==> src/include/smc_pkg.sv <==
// Constants for the sleep-mode clock gating controller.
// Assumes a single 50 MHz system clock and a synchronous active-low reset.
package smc_pkg;
    // ***************************************************
    // Sleep mode codes
    // ***************************************************
    localparam logic [2:0] SMC_MODE_IDLE = 3'h0;
    localparam logic [2:0] SMC_MODE_NOISE = 3'h1;
    localparam logic [2:0] SMC_MODE_PDOWN = 3'h2;
    localparam logic [2:0] SMC_MODE_PSAVE = 3'h3;
    localparam logic [2:0] SMC_MODE_RSV4 = 3'h4;
    localparam logic [2:0] SMC_MODE_RSV5 = 3'h5;
    localparam logic [2:0] SMC_MODE_STBY = 3'h6;
    localparam logic [2:0] SMC_MODE_XSTBY = 3'h7;

    // ***************************************************
    // Timing counts
    // ***************************************************
    localparam int SMC_HALT_CYCLES = 4;
    localparam int SMC_STBY_WAKE_CYCLES = 6;
    localparam int SMC_CNT_W = 16;
    localparam logic [SMC_CNT_W-1:0] SMC_CNT_ZERO = 16'h0000;
    localparam logic [SMC_CNT_W-1:0] SMC_CNT_ONE = 16'h0001;

    // ***************************************************
    // Wake source vector bit positions
    // ***************************************************
    localparam int SMC_WK_CONV = 0;
    localparam int SMC_WK_TWI = 1;
    localparam int SMC_WK_ATMR = 2;
    localparam int SMC_WK_NVM = 3;
    localparam int SMC_WK_EXT_LVL01 = 4;
    localparam int SMC_WK_EXT2 = 5;
    localparam int SMC_WK_EXT_EDGE01 = 6;
    localparam int SMC_WK_CMP = 7;
    localparam int SMC_WK_OTHER = 8;
    localparam int SMC_WK_N = 9;

    typedef enum {SMC_RUN, SMC_SLEEP, SMC_START, SMC_HALT} smc_state_e;
endpackage

==> src/hdl/smc_sync.sv <==
// Two flip-flop synchroniser for a vector of asynchronous levels.
// Assumes inputs are levels held longer than two clock cycles.
`timescale 1ns/1ps
module smc_sync #(
    parameter int WIDTH = 1
) (
    input wire logic clk,
    input wire logic reset_n,
    input wire logic [WIDTH-1:0] async_in,
    output logic [WIDTH-1:0] sync_out
);
    typedef struct packed {
        logic [WIDTH-1:0] first;
        logic [WIDTH-1:0] second;
    } smc_sync_s;

    smc_sync_s state_reg;
    smc_sync_s state_next;

    always_comb begin
        state_next.first = async_in;
        state_next.second = state_reg.first;
    end

    // Reset keeps sleep wake lines quiet until released
    always_ff @(posedge clk) begin
        if (!reset_n) begin
            state_reg <= '0;
        end else begin
            state_reg <= state_next;
        end
    end

    assign sync_out = state_reg.second;
endmodule

==> src/hdl/smc_ctrl.sv <==
// Sleep-mode controller: decodes the mode code, gates the clock domains and
// sequences the wake-up. Assumes the core pulses sleep_instr for one cycle and
// stalls while core_halt is high; gated clocks are made by latch-free cells
// driven from these enables, which change only just after a rising edge of clk.
`timescale 1ns/1ps
module smc_ctrl import smc_pkg::*; #(
    parameter int STARTUP_W = SMC_CNT_W
) (
    input wire logic clk,
    input wire logic reset_n,
    input wire logic sleep_enable,
    input wire logic [2:0] sleep_mode_code,
    input wire logic sleep_instr,
    input wire logic async_timer_clock_on,
    input wire logic comparator_power_off,
    input wire logic converter_enable,
    input wire logic crystal_selected,
    input wire logic [SMC_CNT_W-1:0] startup_cycles,
    input wire logic irq_pending,
    input wire logic global_irq_enable,
    input wire logic atmr_irq_enable,
    input wire logic wake_conv,
    input wire logic wake_atmr,
    input wire logic wake_nvm,
    input wire logic wake_other,
    input wire logic wake_cmp,
    input wire logic ext_irq_line_0,
    input wire logic ext_irq_line_1,
    input wire logic ext_irq_line_2,
    input wire logic ext01_level_mode,
    input wire logic two_wire_port_match,
    input wire logic sys_reset_req,
    output logic cpu_clk_en,
    output logic flash_clk_en,
    output logic io_clk_en,
    output logic conv_clk_en,
    output logic async_clk_en,
    output logic main_osc_en,
    output logic timer_osc_en,
    output logic core_halt,
    output logic conv_start,
    output logic irq_service,
    output logic restart_from_vector,
    output logic asleep
);
    initial begin
        if (STARTUP_W != SMC_CNT_W) begin
            $error("STARTUP_W must equal the start-up counter width");
        end
    end

    // ***************************************************
    // Wake line synchronisers
    // ***************************************************
    logic [SMC_WK_N-1:0] wake_raw;
    logic [SMC_WK_N-1:0] wake_s;
    logic ext_level01;
    logic ext_edge01;

    assign ext_level01 = ext01_level_mode & (ext_irq_line_0 | ext_irq_line_1);
    assign ext_edge01 = ~ext01_level_mode & (ext_irq_line_0 | ext_irq_line_1);
    always_comb begin
        wake_raw = '0;
        wake_raw[SMC_WK_CONV] = wake_conv;
        wake_raw[SMC_WK_TWI] = two_wire_port_match;
        wake_raw[SMC_WK_ATMR] = wake_atmr;
        wake_raw[SMC_WK_NVM] = wake_nvm;
        wake_raw[SMC_WK_EXT_LVL01] = ext_level01;
        wake_raw[SMC_WK_EXT2] = ext_irq_line_2;
        wake_raw[SMC_WK_EXT_EDGE01] = ext_edge01;
        wake_raw[SMC_WK_CMP] = wake_cmp;
        wake_raw[SMC_WK_OTHER] = wake_other;
    end

    smc_sync #(
        .WIDTH(SMC_WK_N)
    ) u_wake_sync (
        .clk(clk),
        .reset_n(reset_n),
        .async_in(wake_raw),
        .sync_out(wake_s)
    );

    // ***************************************************
    // State
    // ***************************************************
    typedef struct packed {
        smc_state_e fsm;
        logic [2:0] mode;
        logic [SMC_CNT_W-1:0] cnt;
        logic conv_start;
        logic service;
        logic rst_wake;
        logic [6:0] clk_en;
    } smc_ctrl_s;

    smc_ctrl_s state_reg;
    smc_ctrl_s state_next;

    // Clock enables packed as cpu, flash, io, conv, async, main osc, timer osc
    function automatic logic [6:0] gate_for(input logic [2:0] m, input logic as2, input logic xtal);
        logic [6:0] g;
        g = 7'h00;
        case (m)
            SMC_MODE_IDLE: g = {2'b00, 1'b1, 1'b1, 1'b1, 1'b1, as2};
            SMC_MODE_NOISE: g = {2'b00, 1'b0, 1'b1, 1'b1, 1'b1, as2};
            SMC_MODE_PDOWN: g = 7'h00;
            SMC_MODE_PSAVE: g = {5'b00001, 1'b0, as2} & {4'b0000, as2, 1'b0, 1'b1};
            SMC_MODE_STBY: g = {5'b00000, xtal, 1'b0};
            SMC_MODE_XSTBY: g = {4'b0000, as2, xtal, as2};
            default: g = 7'h00;
        endcase
        return g;
    endfunction

    // Wake qualification per mode; level-only external lines in deep modes
    function automatic logic wake_ok(input logic [2:0] m, input logic [SMC_WK_N-1:0] w, input logic gie,
        input logic tie, input logic acd);
        logic deep_ext;
        logic atmr;
        deep_ext = w[SMC_WK_EXT2] | w[SMC_WK_EXT_LVL01];
        atmr = w[SMC_WK_ATMR] & gie & tie;
        case (m)
            SMC_MODE_IDLE: wake_ok = |(w & ~(SMC_WK_N'(acd) << SMC_WK_CMP));
            SMC_MODE_NOISE: wake_ok = w[SMC_WK_CONV] | w[SMC_WK_TWI] | w[SMC_WK_ATMR] | w[SMC_WK_NVM] | deep_ext;
            SMC_MODE_PDOWN, SMC_MODE_STBY: wake_ok = w[SMC_WK_TWI] | deep_ext;
            SMC_MODE_PSAVE, SMC_MODE_XSTBY: wake_ok = w[SMC_WK_TWI] | deep_ext | atmr;
            default: wake_ok = w[SMC_WK_TWI] | deep_ext;
        endcase
    endfunction

    logic wake_hit;
    assign wake_hit = wake_ok(state_reg.mode, wake_s, global_irq_enable, atmr_irq_enable, comparator_power_off);

    // ***************************************************
    // Next state
    // ***************************************************
    always_comb begin
        state_next = state_reg;
        state_next.conv_start = 1'b0;
        state_next.service = 1'b0;
        case (state_reg.fsm)
            SMC_RUN: begin
                state_next.rst_wake = 1'b0;
                state_next.clk_en = 7'h7f;
                if (sleep_instr && sleep_enable) begin
                    state_next.fsm = SMC_SLEEP;
                    state_next.mode = sleep_mode_code;
                    state_next.clk_en = gate_for(sleep_mode_code, async_timer_clock_on, crystal_selected);
                    state_next.conv_start = converter_enable &&
                        (sleep_mode_code == SMC_MODE_IDLE || sleep_mode_code == SMC_MODE_NOISE);
                end
            end
            SMC_SLEEP: begin
                if (wake_hit) begin
                    state_next.fsm = SMC_START;
                    state_next.clk_en[1] = 1'b1;
                    state_next.clk_en[2] = 1'b1;
                    if (state_reg.mode == SMC_MODE_STBY || state_reg.mode == SMC_MODE_XSTBY) begin
                        state_next.cnt = SMC_CNT_W'(SMC_STBY_WAKE_CYCLES);
                    end else if (state_reg.mode == SMC_MODE_IDLE || state_reg.mode == SMC_MODE_NOISE) begin
                        state_next.cnt = SMC_CNT_ONE;
                    end else begin
                        state_next.cnt = (startup_cycles == SMC_CNT_ZERO) ? SMC_CNT_ONE : startup_cycles;
                    end
                end
            end
            SMC_START: begin
                state_next.clk_en[1] = 1'b1;
                state_next.clk_en[2] = 1'b1;
                state_next.clk_en[3] = 1'b1;
                state_next.clk_en[4] = 1'b1;
                if (state_reg.cnt == SMC_CNT_ONE) begin
                    state_next.fsm = SMC_HALT;
                    state_next.cnt = SMC_CNT_W'(SMC_HALT_CYCLES);
                end else begin
                    state_next.cnt = state_reg.cnt - SMC_CNT_ONE;
                end
            end
            SMC_HALT: begin
                if (state_reg.cnt == SMC_CNT_ONE) begin
                    state_next.fsm = SMC_RUN;
                    state_next.clk_en = 7'h7f;
                    state_next.service = irq_pending;
                end else begin
                    state_next.cnt = state_reg.cnt - SMC_CNT_ONE;
                end
            end
            default: state_next.fsm = SMC_RUN;
        endcase
        if (sys_reset_req && state_reg.fsm != SMC_RUN) begin
            state_next.fsm = SMC_RUN;
            state_next.clk_en = 7'h7f;
            state_next.rst_wake = 1'b1;
            state_next.service = 1'b0;
        end
    end

    always_ff @(posedge clk) begin
        if (!reset_n) begin
            state_reg.fsm <= SMC_RUN;
            state_reg.mode <= SMC_MODE_IDLE;
            state_reg.cnt <= SMC_CNT_ZERO;
            state_reg.conv_start <= 1'b0;
            state_reg.service <= 1'b0;
            state_reg.rst_wake <= 1'b0;
            state_reg.clk_en <= 7'h7f;
        end else begin
            state_reg <= state_next;
        end
    end

    // ***************************************************
    // Outputs
    // ***************************************************
    // enables change on rising edge, gates sample on low phase
    // no data state is touched, only clocks stopped
    assign {cpu_clk_en, flash_clk_en, io_clk_en, conv_clk_en, async_clk_en, main_osc_en, timer_osc_en} =
        state_reg.clk_en;
    assign core_halt = (state_reg.fsm != SMC_RUN);
    assign asleep = (state_reg.fsm == SMC_SLEEP);
    assign conv_start = state_reg.conv_start;
    assign irq_service = state_reg.service;
    assign restart_from_vector = state_reg.rst_wake;

    // ***************************************************
    // Checks
    // ***************************************************
    a_sleep_needs_en: assert property (@(posedge clk) disable iff (!reset_n)
        (state_reg.fsm == SMC_RUN && sleep_instr && !sleep_enable && !sys_reset_req) |=> !core_halt)
        else $error("sleep entered without enable");
    a_idle_clocks: assert property (@(posedge clk) disable iff (!reset_n)
        (asleep && state_reg.mode == SMC_MODE_IDLE) |-> (!cpu_clk_en && !flash_clk_en && io_clk_en && conv_clk_en))
        else $error("idle gating wrong");
    a_noise_clocks: assert property (@(posedge clk) disable iff (!reset_n)
        (asleep && state_reg.mode == SMC_MODE_NOISE) |-> (!io_clk_en && conv_clk_en && async_clk_en))
        else $error("noise gating wrong");
    a_pdown_off: assert property (@(posedge clk) disable iff (!reset_n)
        (asleep && state_reg.mode == SMC_MODE_PDOWN) |-> (state_reg.clk_en == 7'h00))
        else $error("power-down clocks on");
    a_halt_four: assert property (@(posedge clk) disable iff (!reset_n)
        ($rose(state_reg.fsm == SMC_HALT)) |-> core_halt [*4] ##1 !core_halt)
        else $error("halt count wrong");
    a_stby_six: assert property (@(posedge clk) disable iff (!reset_n)
        (asleep && wake_hit && !sys_reset_req && state_reg.mode == SMC_MODE_STBY) |=>
        (state_reg.fsm == SMC_START) [*6] ##1 (state_reg.fsm == SMC_HALT))
        else $error("standby wake not six cycles");
    a_conv_entry: assert property (@(posedge clk) disable iff (!reset_n)
        (state_reg.fsm == SMC_RUN && sleep_instr && sleep_enable && converter_enable && !sys_reset_req &&
        sleep_mode_code == SMC_MODE_IDLE) |=> conv_start)
        else $error("conversion not started");
    a_reset_wake: assert property (@(posedge clk) disable iff (!reset_n)
        (asleep && sys_reset_req) |=> (restart_from_vector && !core_halt && !irq_service))
        else $error("reset wake wrong");
    a_gated_release: assert property (@(posedge clk) disable iff (!reset_n)
        (state_reg.fsm == SMC_START) |-> !cpu_clk_en)
        else $error("core clock before delay");
    // ***************************************************
    // Checks on mode gating, wake qualification, conversion start and the service pulse
    // ***************************************************
    a_psave_clocks: assert property (@(posedge clk) disable iff (!reset_n)
        (asleep && state_reg.mode == SMC_MODE_PSAVE) |-> (state_reg.clk_en[6:3] == 4'h0 && !main_osc_en))
        else $error("power-save gating wrong");
    a_timer_osc_off: assert property (@(posedge clk) disable iff (!reset_n)
        (state_reg.fsm == SMC_RUN && sleep_instr && sleep_enable && !sys_reset_req && !async_timer_clock_on) |=>
        !timer_osc_en)
        else $error("timer oscillator on without enable");
    a_stby_osc: assert property (@(posedge clk) disable iff (!reset_n)
        (state_reg.fsm == SMC_RUN && sleep_instr && sleep_enable && !sys_reset_req &&
        sleep_mode_code == SMC_MODE_STBY) |=> (main_osc_en == $past(crystal_selected) && !io_clk_en))
        else $error("standby oscillator wrong");
    a_xstby_six: assert property (@(posedge clk) disable iff (!reset_n)
        (asleep && wake_hit && !sys_reset_req && state_reg.mode == SMC_MODE_XSTBY) |=>
        (state_reg.fsm == SMC_START) [*6] ##1 (state_reg.fsm == SMC_HALT))
        else $error("extended standby wake not six cycles");
    a_reserved_off: assert property (@(posedge clk) disable iff (!reset_n)
        (asleep && (state_reg.mode == SMC_MODE_RSV4 || state_reg.mode == SMC_MODE_RSV5)) |->
        (state_reg.clk_en == 7'h00))
        else $error("reserved code clocks on");
    a_conv_noise: assert property (@(posedge clk) disable iff (!reset_n)
        (state_reg.fsm == SMC_RUN && sleep_instr && sleep_enable && converter_enable && !sys_reset_req &&
        sleep_mode_code == SMC_MODE_NOISE) |=> conv_start)
        else $error("noise conversion not started");
    a_conv_quiet: assert property (@(posedge clk) disable iff (!reset_n)
        (state_reg.fsm == SMC_RUN && sleep_instr && sleep_enable && !sys_reset_req &&
        (!converter_enable || sleep_mode_code > SMC_MODE_NOISE)) |=> !conv_start)
        else $error("conversion started wrongly");
    a_noise_hold: assert property (@(posedge clk) disable iff (!reset_n)
        (asleep && state_reg.mode == SMC_MODE_NOISE && !sys_reset_req && !wake_s[SMC_WK_CONV] &&
        !wake_s[SMC_WK_TWI] && !wake_s[SMC_WK_ATMR] && !wake_s[SMC_WK_NVM] && !wake_s[SMC_WK_EXT2] &&
        !wake_s[SMC_WK_EXT_LVL01]) |=> asleep)
        else $error("noise mode woke on a stray source");
    a_pdown_hold: assert property (@(posedge clk) disable iff (!reset_n)
        (asleep && (state_reg.mode == SMC_MODE_PDOWN || state_reg.mode == SMC_MODE_STBY) && !sys_reset_req &&
        !wake_s[SMC_WK_TWI] && !wake_s[SMC_WK_EXT2] && !wake_s[SMC_WK_EXT_LVL01]) |=> asleep)
        else $error("power-down woke on a stray source");
    a_psave_timer: assert property (@(posedge clk) disable iff (!reset_n)
        (asleep && state_reg.mode == SMC_MODE_PSAVE && !(global_irq_enable && atmr_irq_enable) &&
        !sys_reset_req && !wake_s[SMC_WK_TWI] && !wake_s[SMC_WK_EXT2] && !wake_s[SMC_WK_EXT_LVL01]) |=> asleep)
        else $error("timer woke without both enables");
    a_deep_edge: assert property (@(posedge clk) disable iff (!reset_n)
        (asleep && state_reg.mode != SMC_MODE_IDLE && !sys_reset_req &&
        wake_s == (SMC_WK_N'(1) << SMC_WK_EXT_EDGE01)) |=> asleep)
        else $error("edge line woke deep sleep");
    a_idle_cmp: assert property (@(posedge clk) disable iff (!reset_n)
        (asleep && state_reg.mode == SMC_MODE_IDLE && comparator_power_off && !sys_reset_req &&
        wake_s == (SMC_WK_N'(1) << SMC_WK_CMP)) |=> asleep)
        else $error("comparator woke while powered off");
    a_idle_wake: assert property (@(posedge clk) disable iff (!reset_n)
        (asleep && state_reg.mode == SMC_MODE_IDLE && wake_s[SMC_WK_OTHER] && !sys_reset_req) |=>
        (state_reg.fsm == SMC_START))
        else $error("idle ignored an interrupt");
    a_halt_clocks: assert property (@(posedge clk) disable iff (!reset_n)
        (state_reg.fsm == SMC_HALT) |-> (!cpu_clk_en && !flash_clk_en))
        else $error("core clock during halt");
    a_service_once: assert property (@(posedge clk) disable iff (!reset_n)
        irq_service |=> !irq_service)
        else $error("service pulse too long");
    a_run_clocks: assert property (@(posedge clk) disable iff (!reset_n)
        (state_reg.fsm == SMC_RUN) |-> (state_reg.clk_en == 7'h7f))
        else $error("clock gated while running");
endmodule

==> config.mk <==
export PLATFORM = sky130hd
export DESIGN_NAME = smc_ctrl
export DESIGN_NICKNAME = d
export VERILOG_FILES = /design/src/include/smc_pkg.sv /design/src/hdl/smc_sync.sv /design/src/hdl/smc_ctrl.sv
export SDC_FILE = /design/constraint.sdc
export NUM_CORES = 1
export LEC_CHECK = 0
export BUFFER_PORTS_ARGS = -buffer_cell sky130_fd_sc_hd__buf_4
export CAP_MARGIN = 20
export CORE_ASPECT_RATIO = 0.8
export CORE_MARGIN = 1.5
export CORE_UTILIZATION = 49
export CTS_BUF_LIST = sky130_fd_sc_hd__clkbuf_4 sky130_fd_sc_hd__clkbuf_8 sky130_fd_sc_hd__clkbuf_16
export CTS_CLUSTER_DIAMETER = 40
export DETAILED_ROUTE_END_ITERATION = 10
export PLACE_DENSITY = 0.86
export RECOVER_POWER = 100
export SLEW_MARGIN = 40
export SYNTH_ARGS = -nofsm -noshare
export SYNTH_HDL_FRONTEND = slang
export SYNTH_SLANG_ARGS = --single-unit
==> constraint.sdc <==
create_clock -name clk -period 2 [get_ports clk]
set_input_delay 0 -clock clk [delete_from_list [all_inputs] [get_ports clk]]
set_output_delay 0 -clock clk [all_outputs]
set_load 0.005 [all_outputs]
* Yosys cells after proc, flatten, opt, wreduce, memory -nomap -nowiden
Index checks and enable logic that the tools add are counted.
** Word-level totals
- Flip-flop bits (word level) :: 79
- Output and inout bits :: 12
** Cells by class
- $add $sub $neg :: 1
- Eq/ne operators :: 18
- Multiplexer cells :: 23
- Bitwise logic cells :: 19
- Reduce and logical (&&, ||, !) cells :: 27
** Operator list (number)
- 32-bit case mux with 4 select lines :: 1
- 32-bit by 2-bit equality test with 1-bit output, second input constant :: 3
- 16-bit two-way mux :: 6
- 32-bit two-way mux :: 3
- 16-bit case mux with 3 select lines :: 1
- 35-bit two-way mux :: 1
- 32-bit by 1-bit equality test with 1-bit output, second input constant :: 1
- 32-bit logical NOT :: 1
- 32-bit nonzero test :: 1
- 5-bit case mux with 5 select lines :: 1
- 16-bit by 1-bit equality test with 1-bit output, second input constant :: 1
- 16-bit logical NOT :: 1
- 16-bit by 1-bit subtractor with 16-bit output, second input constant :: 1
- 7-bit two-way mux :: 2
- 3-bit equality test, second input constant :: 4
- 2-bit != test, second input constant :: 5
- 9-bit bitwise AND :: 1
- 8-bit inverter with 9-bit output :: 1
- 3-bit AND reduction :: 3
- 9-bit OR reduction :: 1
- 8-bit two-way mux :: 1
- 1-bit OR :: 8
- 2-bit case mux with 4 select lines :: 1
- 3-bit by 1-bit equality test with 1-bit output, second input constant :: 2
- other kinds (20) :: 37

* Logic depth before layout (Yosys ltp)
- Depth in word-level cells :: 8
- Mapped depth :: 9
- Depth with buffers taken out :: 7

* Modules after synthesis
From an unflattened synthesis, not the netlist that was laid out.
** Second synthesis, totals
- Cells, all modules :: 278
- Area total of the unflattened synthesis :: 2444.8 sq um
** Modules (own cells, without submodules)
- smc_ctrl :: times used 1, cells an instance 241, area each 1943.1 sq um, seq. area each 600.6 sq um
- smc_sync :: times used 1, cells an instance 37, area each 501.7 sq um, seq. area each 360.3 sq um

* Least setup slack after synthesis
Ideal clock, no wire load.
- Kind :: register to register
- From :: register state_reg[29] in the netlist's numbering
- To :: register state_reg[17] in the netlist's numbering
- Data arrival time :: 2.154 ns
- Required time :: 1.939 ns
- Slack :: -0.215 ns
- Cell stages (with the launch flop) :: 9
- Path through :: dfxtp_1 > inv_1 > ha_1 > a211oi_1 > nor2b_1 > clkbuf_1 > nand3_1 > a2111oi_0 > o221a_1
** Between the ends
- Word-level cells in the longest chain between the ends :: 3
- Elaborated cells between the ends (all ways) :: 8
- Classes of those cells :: eq/ne: 5; mux: 1; reduce/logical: 2
** Ends and longest elaborated chain
- from (decl) :: line smc_ctrl.sv:97 : smc_ctrl_s state_reg;
- from (signal assigned) :: line smc_ctrl.sv:209 : state_reg <= state_next;
- 32-bit by 2-bit equality test with 1-bit output or 32-bit by 1-bit equality test with 1-bit output (tied branches) :: line smc_ctrl.sv:142 : case (state_reg.fsm)
- 2-bit != test (no line) or 3-bit nonzero test (tied branches)
- 3-bit AND reduction (no line)
Several ways; a longest one is shown, not always the timed one.
A chain may end at the register's enable or synchronous reset.

* Worst setup path in the final report
- From :: register state_reg[11] in the netlist's numbering
- To :: register state_reg[20] in the netlist's numbering
** Between the ends
- Word-level cells in the longest chain between the ends :: 3
- Elaborated cells between the ends (all ways) :: 7
- Classes of those cells :: add/sub: 1; eq/ne: 2; mux: 3; reduce/logical: 1
** Ends and longest elaborated chain
- 16-bit by 1-bit subtractor with 16-bit output or 16-bit by 1-bit equality test with 1-bit output (tied branches)
- 16-bit two-way mux (tied with other cells) :: line smc_ctrl.sv:181 : if (state_reg.cnt == SMC_CNT_ONE) begin
- 16-bit case mux with 3 select lines or 3-bit AND reduction (tied branches)
Several ways; a longest one is shown, not always the timed one. The select of a mux whose other input is x is not followed.

==> metrics <==
status=finished, violations left; failing checks=negative setup slack; width of the die=82.80 um; Fin Hold WS=0.007040 ns; largest net degree at the start of global routing=33; Max Cap Violations=0; RSZ-0062 raised after global routing=yes; Skew-Pair Late Insertion Delay=about 0.31 ns; Worst Setup SP=state_reg[11]$_SDFFE_PN0P_; Hold Path Origin=ext_irq_line_0; Clk pin slew, worst setup/hold paths=roughly 0.10 ns; Worst Path Buf+Inv=2; number of flip-flops under the largest register name=21; Routed Wire Length=9288 um; top-area cell type share of the netlist area=38.50%; nets=roughly 450; clk root buf=clkbuf_8; Tmin final=between 2 and 2.5 ns; Die Y=roughly 67 um; sequential cell area=just under 1000 um2; Post-synth top flop=dfxtp_1; WL/cell=~20 um; top post-synthesis cells by area=dfxtp_1 (38%), and2_1 (4.5%), ha_1 (4.5%); Slew @ Worst Pin=around 0.57 ns; xor/xnor cell area share of the yosys netlist=less than 1%; filler cell count=about 300; drt drc=0; Worst VDD drop=0.5850 mV; CTS tree=built; crit path max fanout=7; delay-heaviest family, CP=compound AO/OA/AOI/OAI gates; Mapped Avg Cell Area=a little under 9 um2; initial antenna violation count=0; final setup vio count=25; Pwr Total=~2.3 mW; vias per cell=between 6 and 7; Yosys reg bits=48; synth cell count leaders=dfxtp_1 (48), nor2_1 (22), and2_1 (18), nand3_1 (16); Initial Util=between 50% and 60%; Hold Path Class=in -> reg; Final HPWL DP=~5400 um; instance count of the mapped netlist=between 200 and 300; reg2reg start=state_reg[11]$_SDFFE_PN0P_; DR pass1 iterations=5; H-tree levels=2; final worst path period share=119.3%; total gr overflow=0; cell chain of the critical path=inv_4 -> ha_4 -> or4b_4 -> o41a_1 -> buf_6 -> nor2_4 -> o211ai_1 -> a32o_1; power density over the cells=598.7 nW/um2; Port Buffers=between 50 and 60; Area growth, synth to finish=54.59%; Mapped Area=2496 um2; multi-input combinational cell area=1623 um2; setup ws final=-0.3869 ns; Synth Area in Compound Gates=23.76%; Post-synth ARST share=0%; most numerous cell in the Yosys netlist=dfxtp_1; Unique masters post-synth=57; Post-Synth Adder-Cell Area=~4.9%; cell row count=23; GRT Total Usage=between 30% and 40%; Crit Path Class=reg -> reg; Final Max Slew Viols=0; Placer Congestion=about 1; via count of the first global-routing pass=around 2.8k; ratio of cells with drive above 1 in the final layout=between 40% and 50%; Via Count=just under 3k; Max clock buf depth=2; Crit path largest cell delay=around 0.47 ns; leak pwr=1.657 nW; Slew Limit Headroom=61.73%; global-route wire length before repair=~14000 um; CTS Buf Count=5; # clock sinks=between 40 and 50; cell taking the most area after synthesis=dfxtp_1; CP Capture Type=flip-flop; Post-Syn Nets=334; full die area=between 5000 and 6000 um2; slowest cell on the critical path=or4b_4; Critical Path RT=2.20 ns; largest family of logic cells by synthesized area=simple AND/OR/NAND/NOR gates; n_diodes=0; Core Footprint=approximately 4900 um2; mux cell area share after synthesis=roughly 2.8%; Hold Vio Cnt, Final=0; Detailed Route Iter0 Violations=398; IO Count=53; Startpoint Class=flip-flop; Post-Synth Simple-Gate Area=between 20% and 30%; Routed Antenna Nets=0; Max Freq=about 420 MHz; Worst Skew=approximately 0.012 ns; number of flops mapped to enable cells by yosys=0; CP Data Arrival Time=2.59 ns; pre-CTS setup slack=-0.3359 ns; post-synthesis sequential area ratio=between 30 and 40%; Yosys warnings=0
==> path summary, 6_finish.rpt <==
kind / to / slack, ns / cells past startpoint
setup reg to reg: state_reg[20]$_SDFFE_PN0P_ / -0.39 / 8
hold / removal: u_wake_sync.state_next[4]$_SDFF_PN0_ / 0.007 / 3
setup / recovery: state_reg[20]$_SDFFE_PN0P_ / -0.39 / 8
hold reg to reg: u_wake_sync.sync_out[1]$_SDFF_PN0_ / 0.44 / 1
==> through the flow <==
stage | instances | TNS [ns] | util [%] | instance area [um2]
floorplan | 284 | -1.650 | - | 2561
global placement | 437 | -4.304 | 67.80 | 3356
detailed placement | 437 | -5.297 | 67.80 | 3356
CTS | 465 | -4.990 | 76.74 | 3799
global route | 465 | -8.118 | 77.96 | 3859
finish | 465 | -6.549 | 77.96 | 3859
==> report_power, final <==
| group | total [mW] | switching [mW] | internal, mW |
|---|---|---|---|
| combinational | 0.542 | 0.272 | 0.270 |
| clock | 0.757 | 0.348 | 0.409 |
| sequential | 1.01 | 0.0212 | 0.991 |
| total | 2.31 | 0.641 | 1.67 |
==> timing repair <==
item | 4_1_cts | 5_1_grt
hold buffers | 15 | 0
setup buffers | 5 | 0
hold endpoints to repair | 18 | 0
resized for setup | 29 | 17
setup endpoints to repair | 25 | 25
pin swaps | 20 | 17
cloned | 0 | 0
==> layer usage <==
| layer | vias to the layer above | GRT usage [%] | wire length, um |
|---|---|---|---|
| met5 | - | 0 | 0 |
| met2 | 230 | 53.76 | 4426 |
| met1 | 1386 | 42.63 | 3554 |
| met3 | 50 | 9.315 | 1012 |
| li1 | 1306 | - | - |
| met4 | 0 | 14.17 | 294 |
==> cell families (layout without fill, tap and decap cells) <==
| logic type | Yosys count | count (layout) |
|---|---|---|
| AND/OR/NAND/NOR | 109 | 109 |
| AO/OA/AOI/OAI | 80 | 80 |
| flip-flops | 48 | 48 |
| buffers and inverters | 29 | 148 |
| adder cells (fa/ha/maj) | 10 | 10 |
| multiplexers | 7 | 7 |
| XOR/XNOR | 1 | 1 |
==> cell usage in the layout, fill, tap and decap left out, types with 9 or more instances in the layout <==
cell and n:
a21oi_1 9, nand3_1 16, dlygate4sd3_1 15, dfxtp_1 45
nor2_1 21, a32o_1 9, and2_1 14, clkbuf_4 18
buf_4 83, inv_1 10, nand2_1 10
==> worst register-to-register path: stages, from the launching register on <==
cell and delay, ns:
dfxtp_2 0.35, inv_4 0.07, ha_4 0.12, or4b_4 0.48
o41a_1 0.46, buf_6 0.18, nor2_4 0.21, o211ai_1 0.14
a32o_1 0.27
==> layout make-up <==
class	instances	share of cell area, %
clock buffer	6	2.140
clock inverter	2	1.005
inverter	12	1.232
multi-input combinational	207	42.06
sequential	48	25.00
tap	62	2.010
timing repair buffer	128	26.56
Power figures use the tool's default switching activity.
